===== config.mk =====
export PLATFORM = sky130hd
export DESIGN_NAME = pulse_train_speed_input
export DESIGN_NICKNAME = d
export VERILOG_FILES = /design/src/rtl/pulse_train_speed_input.v /design/src/rtl/serial_divider.v
export VERILOG_INCLUDE_DIRS = /design/src /design/src/rtl
export SDC_FILE = /design/constraint.sdc
export NUM_CORES = 2
export LEC_CHECK = 0
export ABC_AREA = 1
export BUFFER_PORTS_ARGS = -buffer_cell sky130_fd_sc_hd__buf_2
export CAP_MARGIN = 20
export CORE_MARGIN = 2
export CORE_UTILIZATION = 45
export DETAILED_ROUTE_END_ITERATION = 16
export PLACE_DENSITY = 0.71
export SYNTH_ARGS = -nofsm -noshare
export SYNTH_HDL_FRONTEND = slang
export SYNTH_HIERARCHICAL = 1
export SYNTH_SLANG_ARGS = --single-unit

===== constraint.sdc =====
create_clock -name mclk -period 13.6 [get_ports mclk]
set_input_delay 1.36 -clock mclk [delete_from_list [all_inputs] [get_ports mclk]]
set_output_delay 1.36 -clock mclk [all_outputs]
set_load 0.01 [all_outputs]

===== src/rtl/pulse_speed_consts.vh =====
// Constants for the pulse train speed input block.
`ifndef PULSE_SPEED_CONSTS_VH
`define PULSE_SPEED_CONSTS_VH

// Clock period of mclk in nanoseconds.
`define CLK_PERIOD_NS 20
// Measurement window in microseconds.
`define WINDOW_TIME_US 16600
// Measurement window in clock cycles: 16.6 ms at a 20 ns clock period.
`define WINDOW_CYCLES 20'hcaa30
// Width of the window counter.
`define WINDOW_CNT_W 20

// Division ratio values: disabled, largest accepted.
`define RATIO_OFF 8'h00
`define RATIO_MAX 8'hfa
// Maximum pulse rate per unit of division ratio, in pulses per second.
`define RATE_PER_RATIO 400
// Each received pulse is counted this many times.
`define COUNT_MULT 2
`define COUNT_STEP 3'h2
// Fixed point scale applied to the window count before comparing with full scale.
`define FRAC_SCALE 100
`define FRAC_SCALE_W 7'h64
// Full scale count per unit of ratio, scaled by FRAC_SCALE (400 * 2 * 16.6 ms * 100).
`define FS_PER_RATIO 11'h530
// Highest permitted input rate in pulses per second.
`define MAX_PULSE_RATE 100000
// Largest doubled count that a legal input gives in one window.
`define MAX_WINDOW_COUNT (((`MAX_PULSE_RATE / 1000) * `COUNT_MULT * `WINDOW_TIME_US) / 1000)

// Speed units: the maximum-input speed is in 1 r/min, the command in 0.1 r/min.
`define SPEED_SCALE 5'ha
`define SPEED_LIMIT 16'h8ca0
`define SPEED_ZERO 16'h0000

// Divider geometry.
`define DIV_NUM_W 35
`define DIV_DEN_W 19
`define DIV_STEPS 6'h23

`endif


===== src/rtl/pulse_train_speed_input.v =====
// Pulse train to speed command converter with windowed rate measurement.
`timescale 1ns/1ps
`include "pulse_speed_consts.vh"
module pulse_train_speed_input #(
    parameter [`WINDOW_CNT_W-1:0] WINDOW_CYCLES = `WINDOW_CYCLES
) (
    input wire mclk,
    input wire resetn,
    input wire pulse_input_a,
    input wire pulse_input_b,
    input wire [7:0] pulse_division_ratio,
    input wire [15:0] zero_input_speed,
    input wire [11:0] max_input_speed,
    input wire start,
    input wire preset_select,
    input wire [15:0] preset_speed,
    input wire [15:0] base_speed,
    output reg [15:0] speed_command,
    output reg pulse_mode_active,
    output reg speed_update,
    output reg rate_overrange,
    output reg [15:0] measured_count
);
    // Pin synchronisers; the first stage feeds only the second.
    reg a_meta;
    reg a_sync;
    reg a_prev;
    reg b_meta;
    reg b_sync;
    reg b_prev;
    wire a_edge;
    wire b_edge;
    wire [2:0] edge_add;

    // Window timing and pulse accumulation.
    reg [`WINDOW_CNT_W-1:0] window_cnt;
    reg [15:0] pulse_count;
    reg [16:0] next_pulse_sum;
    reg [15:0] next_pulse_count;
    wire window_end;

    // Settings and results captured at the window end.
    reg [7:0] ratio_cfg;
    reg [15:0] zero_cfg;
    reg [15:0] max_cfg;
    reg [15:0] win_count;
    reg [1:0] state;
    localparam [1:0] ST_MEASURE = 2'b00;
    localparam [1:0] ST_CALC = 2'b01;
    localparam [1:0] ST_DIVIDE = 2'b10;
    localparam [1:0] ST_APPLY = 2'b11;
    reg ramp_up;
    reg [15:0] pulse_speed;
    reg [`DIV_NUM_W-1:0] div_num;
    reg [`DIV_DEN_W-1:0] div_den;
    reg div_start;
    wire [`DIV_NUM_W-1:0] div_quot;
    wire div_done;

    // Combinational scaling terms.
    reg [`DIV_DEN_W-1:0] full_scale;
    reg [22:0] scaled_count;
    reg [`DIV_DEN_W-1:0] frac;
    reg [15:0] span;
    reg next_overrange;
    reg [15:0] next_speed_command;

    assign a_edge = a_sync & ~a_prev;
    assign b_edge = b_sync & ~b_prev;
    assign edge_add = (a_edge ? `COUNT_STEP : 3'h0) + (b_edge ? `COUNT_STEP : 3'h0);
    assign window_end = (window_cnt == WINDOW_CYCLES - {{(`WINDOW_CNT_W-1){1'b0}}, 1'b1});

    always @(posedge mclk) begin
        if (!resetn) begin
            a_meta <= 1'b0;
            a_sync <= 1'b0;
            a_prev <= 1'b0;
            b_meta <= 1'b0;
            b_sync <= 1'b0;
            b_prev <= 1'b0;
        end else begin
            a_meta <= pulse_input_a;
            a_sync <= a_meta;
            a_prev <= a_sync;
            b_meta <= pulse_input_b;
            b_sync <= b_meta;
            b_prev <= b_sync;
        end
    end

    // Saturating accumulation of doubled pulses from both inputs.
    always @* begin
        next_pulse_sum = {1'b0, (window_end ? 16'h0000 : pulse_count)} + {14'h0000, edge_add};
        next_pulse_count = next_pulse_sum[16] ? 16'hffff : next_pulse_sum[15:0];
    end

    always @(posedge mclk) begin
        if (!resetn) begin
            window_cnt <= {`WINDOW_CNT_W{1'b0}};
            pulse_count <= 16'h0000;
        end else begin
            window_cnt <= window_end ? {`WINDOW_CNT_W{1'b0}} :
                window_cnt + {{(`WINDOW_CNT_W-1){1'b0}}, 1'b1};
            pulse_count <= next_pulse_count;
        end
    end

    // Scaling: the full scale count is ratio * 400 pps * 2 * window, scaled by 100.
    always @* begin
        full_scale = {11'h000, ratio_cfg} * {8'h00, `FS_PER_RATIO};
        scaled_count = {7'h00, win_count} * {16'h0000, `FRAC_SCALE_W};
        next_overrange = scaled_count > {4'h0, full_scale};
        frac = next_overrange ? full_scale : scaled_count[`DIV_DEN_W-1:0];
        span = ramp_up ? (max_cfg - zero_cfg) : (zero_cfg - max_cfg);
    end

    always @(posedge mclk) begin
        if (!resetn) begin
            state <= ST_MEASURE;
            ratio_cfg <= `RATIO_OFF;
            zero_cfg <= `SPEED_ZERO;
            max_cfg <= `SPEED_ZERO;
            win_count <= 16'h0000;
            ramp_up <= 1'b1;
            pulse_speed <= `SPEED_ZERO;
            div_num <= {`DIV_NUM_W{1'b0}};
            div_den <= {`DIV_DEN_W{1'b0}};
            div_start <= 1'b0;
            rate_overrange <= 1'b0;
            measured_count <= 16'h0000;
            speed_update <= 1'b0;
            pulse_mode_active <= 1'b0;
        end else begin
            div_start <= 1'b0;
            speed_update <= 1'b0;
            case (state)
                ST_MEASURE: begin
                    if (window_end) begin
                        // Ratios above the top of the range act as the top value.
                        ratio_cfg <= (pulse_division_ratio > `RATIO_MAX) ?
                            `RATIO_MAX : pulse_division_ratio;
                        zero_cfg <= (zero_input_speed > `SPEED_LIMIT) ?
                            `SPEED_LIMIT : zero_input_speed;
                        max_cfg <= {4'h0, max_input_speed} * {11'h000, `SPEED_SCALE};
                        win_count <= pulse_count;
                        measured_count <= pulse_count;
                        state <= ST_CALC;
                    end
                end
                ST_CALC: begin
                    ramp_up <= max_cfg >= zero_cfg;
                    pulse_mode_active <= ratio_cfg != `RATIO_OFF;
                    if (ratio_cfg == `RATIO_OFF) begin
                        // Speed settings play no part while the input is disabled.
                        pulse_speed <= `SPEED_ZERO;
                        rate_overrange <= 1'b0;
                        state <= ST_MEASURE;
                    end else begin
                        state <= ST_DIVIDE;
                    end
                end
                ST_DIVIDE: begin
                    // The span uses ramp_up settled in the previous state.
                    div_num <= {19'h00000, span} * {16'h0000, frac};
                    div_den <= full_scale;
                    rate_overrange <= next_overrange;
                    div_start <= 1'b1;
                    state <= ST_APPLY;
                end
                ST_APPLY: begin
                    if (div_done) begin
                        pulse_speed <= ramp_up ? zero_cfg + div_quot[15:0] :
                            zero_cfg - div_quot[15:0];
                        speed_update <= 1'b1;
                        state <= ST_MEASURE;
                    end
                end
                default: begin
                    state <= ST_MEASURE;
                end
            endcase
        end
    end

    serial_divider divider (
        .mclk(mclk),
        .resetn(resetn),
        .start(div_start),
        .dividend(div_num),
        .divisor(div_den),
        .quotient(div_quot),
        .done(div_done)
    );

    // Command selection: pulse mode overrides presets, start gates the output.
    always @* begin
        if (!start) begin
            next_speed_command = `SPEED_ZERO;
        end else if (pulse_mode_active) begin
            next_speed_command = pulse_speed;
        end else if (preset_select) begin
            next_speed_command = preset_speed;
        end else begin
            next_speed_command = base_speed;
        end
    end

    always @(posedge mclk) begin
        if (!resetn) begin
            speed_command <= `SPEED_ZERO;
        end else begin
            speed_command <= next_speed_command;
        end
    end
endmodule


===== src/rtl/serial_divider.v =====
// Unsigned restoring divider producing one quotient bit per clock.
`timescale 1ns/1ps
`include "pulse_speed_consts.vh"
module serial_divider (
    input wire mclk,
    input wire resetn,
    input wire start,
    input wire [`DIV_NUM_W-1:0] dividend,
    input wire [`DIV_DEN_W-1:0] divisor,
    output reg [`DIV_NUM_W-1:0] quotient,
    output reg done
);
    reg [`DIV_DEN_W:0] remainder;
    reg [`DIV_DEN_W-1:0] den;
    reg [5:0] steps_left;
    reg busy;
    wire [`DIV_DEN_W:0] shifted;
    wire fits;

    assign shifted = {remainder[`DIV_DEN_W-1:0], quotient[`DIV_NUM_W-1]};
    assign fits = shifted >= {1'b0, den};

    always @(posedge mclk) begin
        if (!resetn) begin
            remainder <= {(`DIV_DEN_W+1){1'b0}};
            den <= {`DIV_DEN_W{1'b0}};
            quotient <= {`DIV_NUM_W{1'b0}};
            steps_left <= 6'h00;
            busy <= 1'b0;
            done <= 1'b0;
        end else begin
            done <= 1'b0;
            if (start) begin
                remainder <= {(`DIV_DEN_W+1){1'b0}};
                den <= divisor;
                quotient <= dividend;
                steps_left <= `DIV_STEPS;
                busy <= 1'b1;
            end else if (busy) begin
                remainder <= fits ? (shifted - {1'b0, den}) : shifted;
                quotient <= {quotient[`DIV_NUM_W-2:0], fits};
                steps_left <= steps_left - 6'h01;
                if (steps_left == 6'h01) begin
                    busy <= 1'b0;
                    done <= 1'b1;
                end
            end
        end
    end
endmodule


==> flow_summary.json <==
{
  "fin_ws_ns": 2.775,
  "gp_congestion": 0.9965,
  "p_leak_uw": 0.01550,
  "cp_data_arrival_time_ns": 11.32,
  "ant_nets": 0,
  "crit_path_end_kind": "register",
  "core_region_area_um2": 60580,
  "finalCriticalPeriod_ns": 10.83,
  "clk_latency_ns": 0.60,
  "drive_gt1_share_pct": 7.826,
  "worst_pin_slew_ns": 1.034,
  "postCtsHoldBufs": 0,
  "hold_viol_final": 0,
  "ys.flop_type": "dfxtp_1",
  "crit_required_ns": 14.10,
  "overflow": 0,
  "drt-total-wl_um": 81280,
  "post-cts-setup-buffer-count": 0,
  "ys_types": 65,
  "synth.avg_cell_area_um2": 7.316,
  "syn_to_final_growth_pct": 8.300,
  "die_x_um": 252.2,
  "grt_pass1_vias": 23880,
  "hold_path_class": "reg2reg",
  "relSlewSlack_pct": 30.57,
  "antenna_found_initial": 0,
  "detailedPlacementHpwl_um": 65080,
  "setup_violations": 0,
  "crit_buf_inv": 11,
  "status": "completed",
  "cp_top_family": "adder cells",
  "grt_max_degree": 80,
  "postSynth.asyncResetShare_pct": 0,
  "clockBufferDepth": 3,
  "vias": 24650,
  "preCtsSetupSlack_ns": 2.861,
  "crit_path_max_fanout": 28,
  "cts_sinks": 265,
  "fin_nets": 4445,
  "finalMaxSlewViolations": 0,
  "clock_skew_ns": 0.01698,
  "wl_per_cell_um": 17.51,
  "portBuffers": 108,
  "die_h_um": 252.2,
  "grt_use_total_pct": 25.78,
  "vdd_drop_max_mv": 0.1300,
  "worst_path_most_repeated_cell": "inv_1",
  "clockRootBuffer": "clkbuf_16",
  "ys_seq_elements": 265,
  "cts_tree": "yes",
  "cts-buffers-inserted": 31,
  "synth_cells": 3789,
  "cts.repair.resized": 0,
  "powerDensity_nw_per_um2": 60.54,
  "drt_pass1_iterations": 6,
  "clk_pin_slew_ns": 0.06,
  "die_area_um2": 63600,
  "initial_core_util_pct": 45.76,
  "path_class": "reg2reg",
  "synth_area_um2": 27720,
  "seq_area_frac_synth_pct": 19.14,
  "max_stage_delay_ns": 0.57,
  "drt_iter0_markers": 1761,
  "cp_slowest_cell": "fa_1",
  "rsz0062_at_grt": "false",
  "start_kind": "register",
  "cap_viol_max_count": 0,
  "ctsHtreeMaxLevel": 1,
  "rows": 90,
  "grt_pass1_wl_um": 130500,
  "fin_setup_tns_ns": 0,
  "fmax_mhz": 92.38,
  "yosys_warnings": 6,
  "vias_per_cell": 5.309,
  "synth_edf_count": 0,
  "final_core_util_pct": 49.56,
  "drc": 0,
  "io_pins": 109,
  "post-route-period-util_pct": 79.60
}
[cell families after synthesis]
kind of cell	after synthesis	share of synthesized area (%)
xor gates and xnor gates	97	3.092
other	1	0.01353
DFF	265	19.14
AOI/OAI and AO/OA	608	12.34
and+or+nand+nor	1376	21.69
buffers and inverters	889	12.59
adders and majority gates	537	30.49
muxes	16	0.6499
[worst min-delay path: cells and delay by family, from the launching register on]
family        cells  cell delay [ns]
buf+inv           1             0.04
flops             1             0.30
simple gates      1             0.05
[metrics by stage]
step	hold slack, ns	cells	area, um^2	total power, uW
after global placement	0.3994	4582	28820	870.4
after detailed placement	0.4057	4582	28820	871.6
after CTS	0.4215	4640	30010	1838
after global routing	0.4467	4641	30020	1876
final	0.4187	4642	30020	1818
after floorplan	0.3905	3794	27740	843.7
[layer usage]
layer  track usage (%)  vias to the layer above  part of all wire (%)
li1                  -                    12130                     -
met1             35.04                    11530                    45
met2             41.47                      820                    44
met3             5.036                      160                   8.0
met4             7.777                        0                   3.5
met5                 0                        -                     0
[power breakdown]
part	total, uW	switching (uW)	internal (uW)
logic	73.0	43.8	29.2
registers	782	1.27	780
clock network	963	369	594
[Yosys cell counts (9+ instances only)]
| cell type | instances | area (um^2) |
|---|---|---|
| inv_1 | 752 | 2823 |
| nand2_1 | 601 | 2256 |
| nor2_1 | 365 | 1370 |
| ha_1 | 306 | 3829 |
| dfxtp_1 | 265 | 5305 |
| a21oi_1 | 255 | 1276 |
| nand3_1 | 234 | 1171 |
| fa_1 | 231 | 4624 |
| o21ai_0 | 205 | 1026 |
| clkbuf_1 | 67 | 251.5 |
| xor2_1 | 56 | 490.5 |
| xnor2_1 | 40 | 350.3 |
| nor3_1 | 31 | 155.2 |
| buf_2 | 30 | 150.1 |
| nand2_2 | 27 | 168.9 |
| nand4_1 | 27 | 168.9 |
| o211ai_1 | 20 | 150.1 |
| nand3_2 | 19 | 190.2 |
| nand3b_1 | 19 | 142.6 |
| a31oi_1 | 18 | 112.6 |
| a211oi_1 | 17 | 127.6 |
| mux2_2 | 16 | 180.2 |
| o221ai_1 | 16 | 140.1 |
| or2_2 | 15 | 93.84 |
| a21o_1 | 14 | 105.1 |
| buf_6 | 11 | 123.9 |
| a22oi_1 | 10 | 75.07 |
| nor4_1 | 9 | 56.30 |
| o21bai_1 | 9 | 67.56 |
[placed cells by master (no fill, tap or decap), types with 10 or more instances in the layout]
cell / netlist / final
nand3b_1: 19 / 19
a211oi_1: 17 / 17
dfxtp_1: 265 / 265
or2_2: 15 / 15
fa_1: 231 / 231
xnor2_1: 40 / 39
o221ai_1: 16 / 16
ha_1: 306 / 306
xor2_1: 56 / 56
inv_1: 752 / 752
nor3_1: 31 / 30
nand3_1: 234 / 234
o21ai_0: 205 / 204
a21oi_1: 255 / 255
nor2_1: 365 / 363
nand4_1: 27 / 27
buf_4: 6 / 21
a22oi_1: 10 / 10
nand2_2: 27 / 27
mux2_2: 16 / 16
a21o_1: 14 / 14
nand3_2: 19 / 19
clkbuf_16: 0 / 31
buf_2: 30 / 107
a31oi_1: 18 / 18
o211ai_1: 20 / 20
nand2_1: 601 / 601
[registers in the layout (all words and copies together) (netlist names), 19 cells and up, named ones only]
register and flops:
div_num 33, window_cnt 20, divider/quotient 35, divider/den 19, divider/remainder 19
[final cells by class]
type / instances / area (um^2)
inverter: 767 / 2879
clock inverter: 19 / 299.0
tap: 782 / 978.4
timing repair buffer: 129 / 704.4
multi-input combinational: 2640 / 18970
fill: 6030 / 30560
sequential: 265 / 5305
antenna: 1 / 2.502
clock buffer: 39 / 885.9
[worst paths after layout]
check,start,end,slack (ns),cells after the start
max,ratio_cfg[1],div_num[31],2.77,47
min,a_meta,a_sync,0.42,2
max reg2reg,ratio_cfg[1],div_num[31],2.77,47
min reg2reg,a_meta,a_sync,0.42,2
Note: power is estimated with default switching activity, not from simulation.
